**config.mk**
```make
export PLATFORM = sky130hd
export DESIGN_NAME = cmpref_top
export DESIGN_NICKNAME = d
export VERILOG_FILES = /design/src/verilog/cmpref_pkg.sv /design/src/verilog/cmpref_top.sv /design/src/verilog/cmpref_mode_decode.sv /design/src/verilog/cmpref_ref_ladder.sv
export SDC_FILE = /design/constraint.sdc
export NUM_CORES = 1
export LEC_CHECK = 0
export BUFFER_PORTS_ARGS = -buffer_cell sky130_fd_sc_hd__buf_2
export CORE_ASPECT_RATIO = 0.9
export CORE_MARGIN = 2
export CORE_UTILIZATION = 47
export CTS_CLUSTER_SIZE = 16
export DETAILED_ROUTE_END_ITERATION = 7
export PLACE_DENSITY_LB_ADDON = 0.3
export SLEW_MARGIN = 40
export SYNTH_ARGS = -nofsm -noshare
export SYNTH_HDL_FRONTEND = slang
export SYNTH_HIERARCHICAL = 1
export SYNTH_SLANG_ARGS = --single-unit
export TNS_END_PERCENT = 30
```
**constraint.sdc**
```tcl
create_clock -name core_clk -period 2.1 [get_ports core_clk]
set_clock_uncertainty 0.1 [all_clocks]
set_input_delay 0.105 -clock core_clk [delete_from_list [all_inputs] [get_ports core_clk]]
set_output_delay 0.105 -clock core_clk [all_outputs]
set_load 0.005 [all_outputs]
```
**src/verilog/cmpref_pkg.sv**
```systemverilog
// Constants shared by the comparator and reference control block
package cmpref_pkg;
   // Register word indices; byte address is four times the index
   localparam logic [7:0] CMPREF_IDX_PORT_VALUE = 8'h05;
   localparam logic [7:0] CMPREF_IDX_INT_CTRL = 8'h0b;
   localparam logic [7:0] CMPREF_IDX_INT_CTRL_ALT = 8'h8b;
   localparam logic [7:0] CMPREF_IDX_PERIPH_FLAGS = 8'h0c;
   localparam logic [7:0] CMPREF_IDX_CMP_CTRL = 8'h19;
   localparam logic [7:0] CMPREF_IDX_PIN_DIR = 8'h85;
   localparam logic [7:0] CMPREF_IDX_PERIPH_EN = 8'h8c;
   localparam logic [7:0] CMPREF_IDX_REF_CTRL = 8'h99;
   // Field positions
   localparam int CMPREF_GLOBAL_IE_BIT = 7;
   localparam int CMPREF_PERIPH_IE_BIT = 6;
   localparam int CMPREF_CHG_BIT = 3;
   localparam int CMPREF_RESULT_BIT = 6;
   localparam int CMPREF_INVERT_BIT = 4;
   localparam int CMPREF_SWITCH_BIT = 3;
   localparam int CMPREF_MODE_LSB = 0;
   localparam int CMPREF_REF_EN_BIT = 7;
   localparam int CMPREF_RANGE_BIT = 5;
   localparam int CMPREF_LEVEL_LSB = 0;
   localparam int CMPREF_OUT_PIN = 2;
   // Reset values
   localparam logic [7:0] CMPREF_RST_INT_CTRL = 8'h00;
   localparam logic [7:0] CMPREF_RST_PERIPH_FLAGS = 8'h00;
   localparam logic [7:0] CMPREF_RST_CMP_CTRL = 8'h00;
   localparam logic [5:0] CMPREF_RST_PIN_DIR = 6'h3f;
   localparam logic [7:0] CMPREF_RST_PERIPH_EN = 8'h00;
   localparam logic [7:0] CMPREF_RST_REF_CTRL = 8'h00;
   // Comparator mode codes
   localparam logic [2:0] CMPREF_MODE_RESET = 3'h0;
   localparam logic [2:0] CMPREF_MODE_OUT_DIRECT = 3'h1;
   localparam logic [2:0] CMPREF_MODE_OUT_REF = 3'h2;
   localparam logic [2:0] CMPREF_MODE_DIRECT = 3'h3;
   localparam logic [2:0] CMPREF_MODE_REF = 3'h4;
   localparam logic [2:0] CMPREF_MODE_SW_REF = 3'h5;
   localparam logic [2:0] CMPREF_MODE_SW_OUT_REF = 3'h6;
   localparam logic [2:0] CMPREF_MODE_OFF = 3'h7;
   // Reference ladder in ninety-sixths of supply
   localparam logic [6:0] CMPREF_LOW_STEP = 7'h04;
   localparam logic [6:0] CMPREF_HIGH_STEP = 7'h03;
   localparam logic [6:0] CMPREF_HIGH_BASE = 7'h18;
   // Bus handshake states
   typedef enum logic [0:0] {CMPREF_BUS_IDLE, CMPREF_BUS_DONE} cmpref_bus_e;
endpackage : cmpref_pkg

```
**src/verilog/cmpref_top.sv**
```systemverilog
// Comparator and reference control with Avalon-MM register slave
//
// Behaviour
// - Result bit in comparator control is read-only; writes do not change it.
// - Three modes drive the result to the output pin without resynchronising.
// - In output modes a cleared direction bit 2 enables the pin output.
// - Port value reads return zero for pins configured as analog.
// - Reference offers 32 settings: 4-bit level in a low and high range.
// - Range 1: level/24 of supply; range 0: quarter plus level/32.
// - Reference enable bit 7 powers the ladder; cleared means fully off.
// - Comparator and reference keep running while the device sleeps.
// - Comparator event wakes from sleep; control registers stay unchanged.
// - Reset gives mode 000 and reference off, all inputs analog.
// - Change flag sets while the result differs from the latched value.
// - Flag clears only by writing 0; writing 1 sets it.
// - Request needs change, peripheral and global enables; flag sets regardless.
// - Mismatch keeps setting the flag until a control access updates latch.
// - A result change coinciding with a control read may miss the flag.
// - Reset values: control -0-0 0000, reference 0-0- 0000, gaps read zero.
// - Invert bit 4 inverts the reported result.
// - In modes 110 and 101 the switch bit selects the inverting input pin.
`timescale 1ns/1ps
`default_nettype none
module cmpref_top
   import cmpref_pkg::*;
#(
   parameter int PORT_PINS = 6
)
(
   input wire logic core_clk,
   input wire logic nrst,
   input wire logic [7:0] avs_address,
   input wire logic avs_read,
   input wire logic avs_write,
   input wire logic [31:0] avs_writedata,
   input wire logic [3:0] avs_byteenable,
   output logic [31:0] avs_readdata,
   output logic avs_waitrequest,
   input wire logic comp_raw,
   input wire logic [5:0] port_in,
   input wire logic sleep_mode,
   output logic comp_enable,
   output logic vin_minus_switch,
   output logic ref_to_input,
   output logic reference_enable,
   output logic reference_range,
   output logic [3:0] reference_level,
   output logic [6:0] reference_tap,
   output logic [1:0] analog_pins,
   output logic comparator_out_pin,
   output logic comparator_out_pin_oe,
   output logic comparator_irq,
   output logic wake_request
);
   if (PORT_PINS != 6)
   begin : g_bad_pins
      $error("PORT_PINS must be 6");
   end

   // Register index helper
   function automatic logic hit(input logic [7:0] addr,
                                input logic [7:0] idx);
      hit = (addr == idx);
   endfunction : hit

   // Bus handshake
   cmpref_bus_e bus_state;
   cmpref_bus_e next_bus_state;
   logic next_waitrequest;
   logic [31:0] next_readdata;
   logic take;
   logic [7:0] rd_byte;

   // Accepted at the edge where waitrequest is sampled low
   assign take = (avs_read | avs_write) & ~avs_waitrequest;

   // Register state
   logic global_int_enable;
   logic peripheral_int_enable;
   logic comparator_change_flag;
   logic comparator_change_enable;
   logic [2:0] comparator_mode_field;
   logic input_switch;
   logic output_invert;
   logic [5:0] pin_direction_reg;
   logic ref_en_q;
   logic ref_range_q;
   logic [3:0] ref_level_q;
   logic comparator_result;
   logic result_latch;

   logic next_global_int_enable;
   logic next_peripheral_int_enable;
   logic next_comparator_change_flag;
   logic next_comparator_change_enable;
   logic [2:0] next_comparator_mode_field;
   logic next_input_switch;
   logic next_output_invert;
   logic [5:0] next_pin_direction_reg;
   logic next_ref_en_q;
   logic next_ref_range_q;
   logic [3:0] next_ref_level_q;
   logic next_comparator_result;
   logic next_result_latch;

   // Mode decode
   logic dec_comp_on;
   logic dec_ref_used;
   logic dec_out_pin;
   logic dec_switch;
   logic [1:0] dec_analog;

   cmpref_mode_decode u_decode (
      .mode(comparator_mode_field),
      .input_switch(input_switch),
      .comp_on(dec_comp_on),
      .ref_used(dec_ref_used),
      .out_pin_mode(dec_out_pin),
      .vin_minus_switch(dec_switch),
      .analog_pins(dec_analog)
   );

   cmpref_ref_ladder u_ladder (
      .core_clk(core_clk),
      .nrst(nrst),
      .enable(ref_en_q),
      .range_low(ref_range_q),
      .level(ref_level_q),
      .tap(reference_tap)
   );

   logic wr_lane;
   logic [7:0] wdat;
   logic cmp_access;
   logic mismatch;

   assign wr_lane = take & avs_write & avs_byteenable[0];
   assign wdat = avs_writedata[7:0];
   assign cmp_access = take & hit(avs_address, CMPREF_IDX_CMP_CTRL);
   assign mismatch = comparator_result ^ result_latch;

   // Read mux, unmapped and reserved bits read zero
   always_comb
   begin
      rd_byte = 8'h00;
      if (hit(avs_address, CMPREF_IDX_INT_CTRL) ||
          hit(avs_address, CMPREF_IDX_INT_CTRL_ALT))
      begin
         rd_byte[CMPREF_GLOBAL_IE_BIT] = global_int_enable;
         rd_byte[CMPREF_PERIPH_IE_BIT] = peripheral_int_enable;
      end
      else if (hit(avs_address, CMPREF_IDX_PERIPH_FLAGS))
         rd_byte[CMPREF_CHG_BIT] = comparator_change_flag;
      else if (hit(avs_address, CMPREF_IDX_PERIPH_EN))
         rd_byte[CMPREF_CHG_BIT] = comparator_change_enable;
      else if (hit(avs_address, CMPREF_IDX_CMP_CTRL))
      begin
         rd_byte[CMPREF_RESULT_BIT] = comparator_result;
         rd_byte[CMPREF_INVERT_BIT] = output_invert;
         rd_byte[CMPREF_SWITCH_BIT] = input_switch;
         rd_byte[CMPREF_MODE_LSB +: 3] = comparator_mode_field;
      end
      else if (hit(avs_address, CMPREF_IDX_PIN_DIR))
         rd_byte[5:0] = pin_direction_reg;
      else if (hit(avs_address, CMPREF_IDX_REF_CTRL))
      begin
         rd_byte[CMPREF_REF_EN_BIT] = ref_en_q;
         rd_byte[CMPREF_RANGE_BIT] = ref_range_q;
         rd_byte[CMPREF_LEVEL_LSB +: 4] = ref_level_q;
      end
      else if (hit(avs_address, CMPREF_IDX_PORT_VALUE))
         rd_byte[5:0] = port_in & ~{4'h0, analog_pins};
   end

   // Answer one cycle after the request appears, then release
   always_comb
   begin
      next_bus_state = bus_state;
      next_waitrequest = 1'b1;
      next_readdata = avs_readdata;
      unique case (bus_state)
         CMPREF_BUS_IDLE:
            if (avs_read | avs_write)
            begin
               next_bus_state = CMPREF_BUS_DONE;
               next_waitrequest = 1'b0;
               next_readdata = {24'h000000, rd_byte};
            end
         CMPREF_BUS_DONE:
         begin
            next_bus_state = CMPREF_BUS_IDLE;
            next_readdata = 32'h00000000;
         end
      endcase
   end

   always_ff @(posedge core_clk or negedge nrst)
   begin
      if (!nrst)
      begin
         bus_state <= CMPREF_BUS_IDLE;
         avs_waitrequest <= 1'b1;
         avs_readdata <= 32'h00000000;
      end
      else
      begin
         bus_state <= next_bus_state;
         avs_waitrequest <= next_waitrequest;
         avs_readdata <= next_readdata;
      end
   end

   // Register updates
   // Sleep has no effect on any of this state
   always_comb
   begin
      next_global_int_enable = global_int_enable;
      next_peripheral_int_enable = peripheral_int_enable;
      next_comparator_change_enable = comparator_change_enable;
      next_comparator_mode_field = comparator_mode_field;
      next_input_switch = input_switch;
      next_output_invert = output_invert;
      next_pin_direction_reg = pin_direction_reg;
      next_ref_en_q = ref_en_q;
      next_ref_range_q = ref_range_q;
      next_ref_level_q = ref_level_q;
      next_comparator_change_flag = comparator_change_flag;
      if (wr_lane)
      begin
         if (hit(avs_address, CMPREF_IDX_INT_CTRL) ||
             hit(avs_address, CMPREF_IDX_INT_CTRL_ALT))
         begin
            next_global_int_enable = wdat[CMPREF_GLOBAL_IE_BIT];
            next_peripheral_int_enable = wdat[CMPREF_PERIPH_IE_BIT];
         end
         if (hit(avs_address, CMPREF_IDX_PERIPH_EN))
            next_comparator_change_enable = wdat[CMPREF_CHG_BIT];
         if (hit(avs_address, CMPREF_IDX_CMP_CTRL))
         begin
            // Result bit position is not writable
            next_output_invert = wdat[CMPREF_INVERT_BIT];
            next_input_switch = wdat[CMPREF_SWITCH_BIT];
            next_comparator_mode_field = wdat[CMPREF_MODE_LSB +: 3];
         end
         if (hit(avs_address, CMPREF_IDX_PIN_DIR))
            next_pin_direction_reg = wdat[5:0];
         if (hit(avs_address, CMPREF_IDX_REF_CTRL))
         begin
            next_ref_en_q = wdat[CMPREF_REF_EN_BIT];
            next_ref_range_q = wdat[CMPREF_RANGE_BIT];
            next_ref_level_q = wdat[CMPREF_LEVEL_LSB +: 4];
         end
         if (hit(avs_address, CMPREF_IDX_PERIPH_FLAGS))
            next_comparator_change_flag = wdat[CMPREF_CHG_BIT];
      end
      // Hardware set wins over a software clear
      if (mismatch)
         next_comparator_change_flag = 1'b1;
   end

   // Result and its latch
   always_comb
   begin
      next_comparator_result = 1'b0;
      if (dec_comp_on)
         next_comparator_result = comp_raw ^ output_invert;
      next_result_latch = result_latch;
      // Latch takes the fresh result; a change on this edge goes unseen
      if (cmp_access)
         next_result_latch = next_comparator_result;
   end

   always_ff @(posedge core_clk or negedge nrst)
   begin
      if (!nrst)
      begin
         global_int_enable <= CMPREF_RST_INT_CTRL[CMPREF_GLOBAL_IE_BIT];
         peripheral_int_enable <= CMPREF_RST_INT_CTRL[CMPREF_PERIPH_IE_BIT];
         comparator_change_flag <= CMPREF_RST_PERIPH_FLAGS[CMPREF_CHG_BIT];
         comparator_change_enable <= CMPREF_RST_PERIPH_EN[CMPREF_CHG_BIT];
         comparator_mode_field <= CMPREF_RST_CMP_CTRL[2:0];
         input_switch <= CMPREF_RST_CMP_CTRL[CMPREF_SWITCH_BIT];
         output_invert <= CMPREF_RST_CMP_CTRL[CMPREF_INVERT_BIT];
         pin_direction_reg <= CMPREF_RST_PIN_DIR;
         ref_en_q <= CMPREF_RST_REF_CTRL[CMPREF_REF_EN_BIT];
         ref_range_q <= CMPREF_RST_REF_CTRL[CMPREF_RANGE_BIT];
         ref_level_q <= CMPREF_RST_REF_CTRL[3:0];
         comparator_result <= 1'b0;
         result_latch <= 1'b0;
      end
      else
      begin
         global_int_enable <= next_global_int_enable;
         peripheral_int_enable <= next_peripheral_int_enable;
         comparator_change_flag <= next_comparator_change_flag;
         comparator_change_enable <= next_comparator_change_enable;
         comparator_mode_field <= next_comparator_mode_field;
         input_switch <= next_input_switch;
         output_invert <= next_output_invert;
         pin_direction_reg <= next_pin_direction_reg;
         ref_en_q <= next_ref_en_q;
         ref_range_q <= next_ref_range_q;
         ref_level_q <= next_ref_level_q;
         comparator_result <= next_comparator_result;
         result_latch <= next_result_latch;
      end
   end

   // Analog-side and pin outputs
   logic next_comp_enable;
   logic next_vin_minus_switch;
   logic next_ref_to_input;
   logic [1:0] next_analog_pins;
   logic next_out_pin;
   logic next_out_pin_oe;
   logic next_irq;
   logic next_wake;

   always_comb
   begin
      next_comp_enable = dec_comp_on;
      next_vin_minus_switch = dec_switch;
      next_ref_to_input = dec_ref_used;
      next_analog_pins = dec_analog;
      // Raw decision with inversion, no two-stage resynchroniser
      next_out_pin = dec_comp_on & (comp_raw ^ output_invert);
      next_out_pin_oe = dec_out_pin &
                        ~pin_direction_reg[CMPREF_OUT_PIN];
      next_irq = comparator_change_flag & comparator_change_enable &
                 peripheral_int_enable & global_int_enable;
      next_wake = sleep_mode & dec_comp_on & comparator_change_flag &
                  comparator_change_enable;
   end

   always_ff @(posedge core_clk or negedge nrst)
   begin
      if (!nrst)
      begin
         comp_enable <= 1'b0;
         vin_minus_switch <= 1'b0;
         ref_to_input <= 1'b0;
         analog_pins <= 2'h3;
         comparator_out_pin <= 1'b0;
         comparator_out_pin_oe <= 1'b0;
         comparator_irq <= 1'b0;
         wake_request <= 1'b0;
      end
      else
      begin
         comp_enable <= next_comp_enable;
         vin_minus_switch <= next_vin_minus_switch;
         ref_to_input <= next_ref_to_input;
         analog_pins <= next_analog_pins;
         comparator_out_pin <= next_out_pin;
         comparator_out_pin_oe <= next_out_pin_oe;
         comparator_irq <= next_irq;
         wake_request <= next_wake;
      end
   end

   // Reference controls mirrored to the analog ladder
   assign reference_enable = ref_en_q;
   assign reference_range = ref_range_q;
   assign reference_level = ref_level_q;

endmodule : cmpref_top
`default_nettype wire

```
**src/verilog/cmpref_mode_decode.sv**
```systemverilog
// Decode of the comparator mode field into routing controls
`timescale 1ns/1ps
`default_nettype none
module cmpref_mode_decode
   import cmpref_pkg::*;
(
   input wire logic [2:0] mode,
   input wire logic input_switch,
   output logic comp_on,
   output logic ref_used,
   output logic out_pin_mode,
   output logic vin_minus_switch,
   output logic [1:0] analog_pins
);
   always_comb
   begin
      comp_on = 1'b1;
      ref_used = 1'b0;
      out_pin_mode = 1'b0;
      vin_minus_switch = 1'b0;
      analog_pins = 2'h3;
      unique case (mode)
         CMPREF_MODE_RESET: comp_on = 1'b0;
         CMPREF_MODE_OUT_DIRECT: out_pin_mode = 1'b1;
         CMPREF_MODE_OUT_REF:
         begin
            ref_used = 1'b1;
            out_pin_mode = 1'b1;
         end
         CMPREF_MODE_DIRECT: ;
         CMPREF_MODE_REF: ref_used = 1'b1;
         CMPREF_MODE_SW_REF:
         begin
            ref_used = 1'b1;
            vin_minus_switch = input_switch;
         end
         CMPREF_MODE_SW_OUT_REF:
         begin
            ref_used = 1'b1;
            out_pin_mode = 1'b1;
            vin_minus_switch = input_switch;
         end
         CMPREF_MODE_OFF:
         begin
            comp_on = 1'b0;
            analog_pins = 2'h0;
         end
      endcase
   end
endmodule : cmpref_mode_decode
`default_nettype wire

```
**src/verilog/cmpref_ref_ladder.sv**
```systemverilog
// Reference ladder tap selection in ninety-sixths of supply
`timescale 1ns/1ps
`default_nettype none
module cmpref_ref_ladder
   import cmpref_pkg::*;
(
   input wire logic core_clk,
   input wire logic nrst,
   input wire logic enable,
   input wire logic range_low,
   input wire logic [3:0] level,
   output logic [6:0] tap
);
   logic [6:0] next_tap;
   // Low: level/24 = 4*level/96; high: 1/4 + level/32 = (24+3*level)/96
   always_comb
   begin
      next_tap = 7'h00;
      if (enable)
      begin
         if (range_low)
            next_tap = 7'({3'h0, level}) * CMPREF_LOW_STEP;
         else
            next_tap = CMPREF_HIGH_BASE + 7'({3'h0, level}) * CMPREF_HIGH_STEP;
      end
   end
   always_ff @(posedge core_clk or negedge nrst)
   begin
      if (!nrst)
         tap <= 7'h00;
      else
         tap <= next_tap;
   end
endmodule : cmpref_ref_ladder
`default_nettype wire

```
* Word level (Yosys, flattened, before mapping)
Cells that the tools add are included.
** Word-level totals
- Output and inout bits :: 55
- Register bits :: 73
- Logic and storage cells :: 118
- Input port bits :: 56
** Operators by class
- Reduce and logical (&&, ||, !) cells :: 14
- Equality and inequality tests :: 15
- Bitwise gates (word level) :: 20
- Multiply operators :: 1
- Muxes and demuxes :: 42
- Add/subtract/negate cells :: 1
** Operators by type and width (count)
- 32-bit case mux with 2 select lines :: 1
- 6-bit two-way mux :: 9
- 8-bit equality test, second input constant :: 4
- 32-bit two-way mux :: 1
- 1-bit two-way mux :: 20
- 8-bit by 4-bit equality test with 1-bit output, second input constant :: 2
- 7-bit two-way mux :: 2
- 1-bit AND :: 12
- 3-bit equality test, second input constant :: 4
- 4-bit two-way mux :: 3
- 2-bit AND reduction :: 6
- 8-bit by 3-bit equality test with 1-bit output, second input constant :: 1
- 8-bit by 5-bit equality test with 1-bit output, second input constant :: 1
- 5-bit by 6-bit adder with 7-bit output, first input constant :: 1
- 6-bit AND :: 1
- 4-bit by 2-bit multiplier with 6-bit output, second input constant :: 1
- 3-bit two-way mux :: 2
- 2-bit inverter with 6-bit output :: 1
- 5-bit two-way mux :: 1
- 2-bit two-way mux :: 2
- 2-bit nonzero test :: 2
- 2-bit OR reduction :: 2
- 4-bit OR reduction :: 1
- 3-bit by 1-bit equality test with 1-bit output, second input constant :: 1
- other kinds (9) :: 12

* Longest topological paths before layout
Gate-level depths: netlist of run 1.
- Word-level depth :: 17
- Depth in mapped cells :: 7
- Depth with buffers taken out :: 7

* Modules after synthesis
The synthesis of run 1 kept the hierarchy.
** Modules (own cells, without submodules)
- cmpref_top :: sequential area each 1037.2 µm², times used 1, area each 2067.0 µm², cells an instance 175
- cmpref_ref_ladder :: sequential area each 175.2 µm², times used 1, area each 404.1 µm², cells an instance 38
- cmpref_mode_decode :: sequential area each 0.0 µm², times used 1, area each 60.1 µm², cells an instance 9

* Least setup slack after synthesis of run 1
No wires, ideal clock.
- Path kind :: reg2reg
- From :: reg ref_level_q[1], in the netlist reference_level[1]
- To :: reg u_ladder.tap[5]
- Required time :: 1921 ps
- Arrival time :: 1799 ps
- Slack :: 122 ps
- Library setup time :: 79 ps
- Path buffers :: 0
- Clock period less this slack :: 1978 ps
- Cell stages (with the launch flop) :: 7
- Path through :: dfrtp_1 ha_1 inv_1 fa_1 or3b_1 a21oi_2 mux2i_1
** On the way
- Cells in the longest elaborated chain, start to end :: 4
** RTL lines
- start, declared :: line cmpref_top.sv:88 : logic [3:0] ref_level_q;
- start signal, assigned :: line cmpref_top.sv:287 : ref_level_q <= CMPREF_RST_REF_CTRL[3:0];
- start signal, assigned :: line cmpref_top.sv:303 : ref_level_q <= next_ref_level_q;
- 4-bit by 2-bit multiplier with 6-bit output :: line cmpref_ref_ladder.sv:24 : next_tap = CMPREF_HIGH_BASE + 7'({3'h0, level}) * CMPREF_HIGH_STEP;
- 5-bit by 6-bit adder with 7-bit output :: line cmpref_ref_ladder.sv:24
- 7-bit two-way mux :: line cmpref_ref_ladder.sv:21 : if (range_low)
- 7-bit two-way mux :: line cmpref_ref_ladder.sv:19 : if (enable)
- named net u_ladder.next_tap[5] :: line cmpref_ref_ladder.sv:14 : logic [6:0] next_tap;
- end signal, assigned :: line cmpref_ref_ladder.sv:32 : tap <= next_tap;
- end, declared :: line cmpref_ref_ladder.sv:12 : output logic [6:0] tap
The timed path passes the listed nets, and every way through them passes these cells.
A chain may end at the register's enable or synchronous reset.

* Worst setup path after layout of run 1
Same ends and word-level chain as after synthesis.

==> out/results.txt, run 1 <==
dominant cells by area after synthesis = dfrtp_1 (39%), dfstp_2 (9.3%), buf_4 (7.4%)
kind of start point of the critical path = register
status = completed
Leakage = 1.58 nW
Syn Inst Count = 222
DIE WIDTH = 81.4 um
RD Place Congestion = 0.867
setup tns final = 0 ns
WL per Instance = 14.3 um
max FFs per register = 8
largest net degree at the start of global routing = 24
Power Density = 583 mW/mm^2
share of the synthesized area in the top cell type = 38.6%
Finish-stage setup viols = 0
vias per std cell = 5.01
GR Util met3 = 3.93%
Core ar. = 0.00522 mm^2
CTS tree = built
Final Max Slew Viols = 0
Worst-path clk slew = 0.09 ns
initial antenna violation count = 0
number of global-route vias before repair = 1877
Worst Tran Pin Value = 0.520 ns
critical path arrival = 2.10 ns
met1 Use GR = 26.6%
row count = 25
endpoints failing hold = 0
max incr delay on CP = 0.40 ns
Worst-Skew Late Latency = 0.30 ns
initial DRC count = 66
Most used DFF post-synth = dfrtp_1
number of buffers created by CTS = 5
die area = 0.00599 mm^2
First-pass DRT Iterations = 6
Synth Area per Inst = 11.4 um^2
placed wire-length estimate = 4000 um
asr flop ratio synth = 100%
H-Tree Depth = 2
Post-CTS Setup Inserts = 0
most frequent cells in the layout = buf_2 (59), dfrtp_1 (39), conb_1 (24)
slew margin rel. = 64.9%
DRC Markers = 0
CP max stage cell = fa_1
Crit Path Category = register to register
ant diodes = 0
height of the chip = 73.6 um
Hold Crit Class = input pin to register
Vias = 1839
WL final = 5260 um
Tmin final = 1.98 ns
fmax = 505 MHz
Final WS setup = 0.119 ns
met2 usage = 31.4%
Fin Hold WS = 0.00740 ns
Peak VDD IR = 356 uV
gr usage total = 19.4%
#FFs+latches synth = 48
R2R cell count = 6
crit path from = reference_level[1]
layout cell share with drive strength beyond 1 = 38.0%
RSZ-0062 raised after global routing = no
CP required = 2.22 ns
Routed Antenna Nets = 0
Seq/Total Area, Yosys = 47.9%
fin crit share = 94.4%
Netlist cell types = 45
Top Usage Layer GRT = met2
crit-path cells = ha_1 -> inv_2 -> fa_1 -> or3b_1 -> a21oi_2 -> mux2i_1
Syn-to-layout area delta = 20.2%
Yosys warnings = 6
first-pass GRT wire length = 8810 um
Starting Density = 48.5%
total clock sinks = 48
pre-CTS WS = 0.101 ns
max cap viols = 0
commonest non-fill, non-tap cell in the layout = buf_2
flop-to-flop setup slack = 0.12 ns
mapped cell area = 0.00253 mm^2
I/O Buffers = 59
reg-to-reg critical path endpoint = u_ladder/tap[5]
largest area contributor in the netlist = dfrtp_1
Reg2Reg Launch Point = reference_level[1]
number of synthesized flops with an enable pin = 0
gr ovfl total = 0
Max Buffers Root-to-Sink = 2
root buf cell = clkbuf_8
utilization after layout = 58.2%
Worst Setup EP = u_ladder/tap[5]
final net count = 361
crit-path max FO = 2
I/O pins = 111
Crit. End Element = register
[what timing repair did]
item                                    CTS  global route
gates resized for setup                   0             1
hold endpoints to repair                 30             0
endpoints found under the setup margin    0             1
hold buffers                              8             0
[synthesized netlist by cell type, drive strengths merged, types with 2 or more instances]
cell type and count:
nor4 2, a22oi 2, o22a 4, o22ai 2
xor2 2, or3 4, nor4bb 2, inv 11
nor2b 4, clkbuf 3, ha 4, o31ai 4
mux2i 6, dfrtp 39, o21ai 8, and4 2
nor2 11, dfstp 9, nor3 5, a21oi 4
fa 2, nand2 15, xnor2 2, and2 5
buf 27, mux2 23, nand3 5
[cell families after synthesis]
family	share of synthesized area, %
fa+ha+maj	3.56
compound gates	7.96
other cells	0.148
flops	47.9
simple gates	14.4
mux	14.2
buf+inv	10.4
xor+xnor	1.38
[metal layers]
metal | vias to the layer above | wire, um
li1 | 881 | -
met3 | 4 | 354
met1 | 887 | 2390
met5 | - | 0
met4 | 0 | 26
met2 | 67 | 2490
[worst min path at each step]
stage | startpoint | endpoint | slack [ns] | cells past startpoint
detailed placement | nrst | u_ladder/tap[3] | 0.001 | 1
finish | avs_writedata[1] | comparator_mode_field[1] | 0.007 | 2
CTS | avs_writedata[1] | comparator_mode_field[1] | 0.008 | 2
floorplan | nrst | avs_readdata[0] | -0.29 | 0
global placement | nrst | u_ladder/tap[3] | -0.01 | 1
global route | avs_writedata[1] | comparator_mode_field[1] | 0.007 | 2
[worst max-delay path, delay by kind of cell (launching register included)]
kind            cells  cell delay (ns)
fa+ha+maj           2             0.61
compound gates      1             0.16
simple gates        1             0.39
mux                 1             0.19
flops               1             0.39
buf+inv             1             0.08
[power by group]
part | internal [mW] | total (mW) | switching, mW
Combinational | 0.0687 | 0.162 | 0.0928
Sequential | 0.941 | 0.952 | 0.0109
Clock | 0.352 | 0.660 | 0.307
Total | 1.36 | 1.77 | 0.411
[stage by stage]
step,instances,total power [mW],area (um^2)
2_1_floorplan,245,1.06,2620
3_3_place_gp,351,1.12,2850
3_5_place_dp,351,1.12,2850
4_1_cts,367,1.79,3040
5_1_grt,367,1.85,3040
6_report,367,1.77,3040
[area by class of cell]
class                      count  area, um^2
tap                           67        83.8
multi-input combinational    156        1140
clock buffer                   5        68.8
sequential                    48        1210
inverter                      11        41.3
timing repair buffer          77         450
clock inverter                 3        42.5
fill                         463        2180
Power figures use the tool's default switching activity.
==> run 2, diff against run 1 <==
- ABC_AREA: not set -> 1
- CORE_UTILIZATION: 47 -> 48
==> run 2 against run 1 <==
  * Cell count rose by 25%
  * Via count rose by 19%
  * Combinational power rose by 8%
  * Power fell by 4.9%
  * Routed wire length rose by 7.2%
  * Core utilization rose by 0.80 points
  * First-iteration DRC count rose by 35%
==> out/results.txt, run 2 <==
Simple-Gate Fraction of Synth Area = 26.4% (+12 points)
Starting Density = 50.2% (+1.7 points)
RD Place Congestion = 0.892 (+2.9%)
pre-CTS WS = 0.189 ns (+0.0888 ns)
number of synthesized flops with an enable pin = 0 (unchanged)
fmax = 519 MHz (+2.8%)
gr usage total = 20.1% (+0.68 points)
Syn Inst Count = 317 (+43%)
Tmin final = 1.93 ns (-0.0531 ns)
adder-cell share of the synthesized area = 3.39% (-0.16 points)
Synth Area per Inst = 8.37 um^2 (-27%)
Worst Tran Pin Value = 0.588 ns (+0.0682 ns)
first-pass GRT wire length = 9080 um (+3.1%)
footprint of the multi-input gates = 0.00116 mm^2 (+1.2%)
most frequent cells in the layout = nand2_1 (88), buf_2 (59), dfrtp_1 (39)
I/O pins = 111 (unchanged)
max FFs per register = 8 (unchanged)
Power Density = 540 mW/mm^2 (-7.3%)
largest net degree at the start of global routing = 26 (+8.3%)
largest family of logic cells by synthesized area = simple AND/OR/NAND/NOR gates
DRC Markers = 0 (unchanged)
CTS tree = built
setup tns final = 0 ns (unchanged)
WL final = 5640 um (+7.2%)
Seq/Total Area, Yosys = 45.7% (-2.2 points)
total clock sinks = 48 (unchanged)
Routed Antenna Nets = 0 (unchanged)
count leader, synth = nand2_1
Fillers = 485 (+4.8%)
number of buffers created by CTS = 5 (unchanged)
Finish-stage setup viols = 0 (unchanged)
mapped cell area = 0.00265 mm^2 (+4.8%)
status = completed
Crit. End Element = register
Hold Crit Class = input pin to register
#FFs+latches synth = 48 (unchanged)
fin area = 0.00312 mm^2 (+2.6%)
Compound-Gate Fraction of Synth Area = 9.43% (+1.5 points)
utilization after layout = 59.0% (+0.80 points)
initial DRC count = 89 (+35%)
critical path arrival = 2.04 ns (-0.06 ns)
max cap viols = 0 (unchanged)
Crit Path Category = register to register
row count = 25 (unchanged)
WL per Instance = 12.3 um (-14%)
RSZ-0062 raised after global routing = no
ant diodes = 0 (unchanged)
Synth Area in XOR/XNOR = 0.330% (-1.1 points)
DIE WIDTH = 82.4 um (+1.3%)
Hold Buf Count CTS = 10 (+2)
DP Area = 0.00293 mm^2 (+2.9%)
fin crit share = 91.8% (-2.5 points)
initial antenna violation count = 0 (unchanged)
Vias = 2192 (+19%)
Worst-Skew Late Latency = 0.31 ns (about the same)
placed wire-length estimate = 4280 um (+6.9%)
number of global-route vias before repair = 2081 (+11%)
Syn-to-layout area delta = 17.6%
Post-CTS Setup Inserts = 0 (unchanged)
die area = 0.00614 mm^2 (+2.5%)
H-Tree Depth = 2 (unchanged)
gr ovfl total = 0 (unchanged)
dominant cells by area after synthesis = dfrtp_1 (37%), nand2_1 (12%), dfstp_2 (8.9%)
Leakage = 1.71 nW (+8.1%)
height of the chip = 74.5 um (+1.2%)
Peak VDD IR = 321 uV (-9.8%)
Commonest cells post-synth = nand2_1 (88), dfrtp_1 (39), inv_1 (36), nor2_1 (31), buf_4 (25)
post-cts repair resize count = 0 (unchanged)
share of the synthesized area in the top cell type = 36.8% (-1.8 points)
Worst-path clk slew = 0.09 ns (about the same)
I/O Buffers = 59 (unchanged)
First-pass DRT Iterations = 4 (-2)
Core ar. = 0.00529 mm^2 (+1.2%)
layout cell share with drive strength beyond 1 = 29.6% (-8.4 points)
slew margin rel. = 60.8% (-4.1 points)
flop-to-flop setup slack = 0.17 ns (+0.05 ns)
Final WS setup = 0.172 ns (+0.0531 ns)
CP required = 2.21 ns (about the same)
Netlist cell types = 30 (-33%)
endpoints failing hold = 0 (unchanged)
Max Buffers Root-to-Sink = 2 (unchanged)
kind of start point of the critical path = register
mux cell area share after synthesis = 0.566% (-14 points)
commonest non-fill, non-tap cell in the layout = nand2_1
Most used DFF post-synth = dfrtp_1
root buf cell = clkbuf_8
Sequential Area = 0.00121 mm^2 (unchanged)
final net count = 453 (+25%)
largest area contributor in the netlist = dfrtp_1
crit-path max FO = 6 (+4)
asr flop ratio synth = 100% (unchanged)
Yosys warnings = 6 (unchanged)
Final Max Slew Viols = 0 (unchanged)
vias per std cell = 4.78 (-4.7%)
[run 2: cell types whose count changed after synthesis, moves of 5 or more]
| cell | delta |
|---|---|
| mux2_4 | -10 |
| nand2_2 | +10 |
| o21ai_2 | +13 |
| o21ai_0 | +6 |
| and2_1 | -5 |
| mux2_2 | -12 |
| nand3_1 | +8 |
| nor2_1 | +20 |
| mux2i_1 | -6 |
| inv_1 | +25 |
| nand2_1 | +73 |
[run 2: final timing paths]
path / from / to / cells after the start
worst max-delay path: reference_level[2] / u_ladder/tap[4] / 8
min in group asynchronous: nrst / comparator_irq / 2
worst max register to register: reference_level[2] / u_ladder/tap[4] / 8
worst min-delay path: avs_address[6] / peripheral_int_enable / 4
worst min register to register: avs_readdata[0] / avs_readdata[0] / 2
max in group asynchronous: nrst / pin_direction_reg[5] / 3
[run 2: logic make-up (layout without fill, tap and decap cells)]
| group | after synthesis | in the layout |
|---|---|---|
| AO/OA/AOI/OAI | 36 | 36 |
| XOR/XNOR | 1 | 1 |
| adder cells (fa/ha/maj) | 6 | 6 |
| buffers and inverters | 68 | 120 |
| flip-flops | 48 | 48 |
| multiplexers | 1 | 1 |
| other | 1 | 24 |
| AND/OR/NAND/NOR | 156 | 156 |
[run 2: cell type report]
type                    count  share of cell area, %
multi-input cells         224                   37.0
repair buffers             72                   13.8
clock inverters             3                  0.601
flip-flops and latches     48                   38.9
well taps                  67                   2.69
clock buffers               5                   2.21
inverters                  40                   4.81
[run 2: report_power, final]
part / switching [mW] / internal (mW)
clock: 0.325 / 0.233
combinational: 0.109 / 0.0653
sequential: 0.0125 / 0.942
[run 2: routing by layer]
layer  vias up  share of wire (%)  GRT usage [%]
met5         -                  0              0
met2        62                 47           33.4
met4         0                2.1           8.15
li1       1091                  -              -
met1      1027                 45           24.7
met3        12                5.9           5.46
[run 2: worst max-delay path: stages, from the launching register on]
cell      delay [ns]
dfrtp_1         0.45
ha_1            0.30
ha_1            0.17
inv_1           0.06
fa_1            0.39
nand2_1         0.11
nand2_1         0.07
o211ai_2        0.13
inv_1           0.05
[run 2: through the flow]
stage | cells | power, mW | hold WS (ns)
2_1_floorplan | 340 | 1.08 | -0.291
3_3_place_gp | 441 | 1.13 | 0.0364
3_5_place_dp | 441 | 1.13 | 0.0371
4_1_cts | 459 | 1.71 | 0.0358
5_1_grt | 459 | 1.76 | 0.0457
6_report | 459 | 1.69 | 0.0394
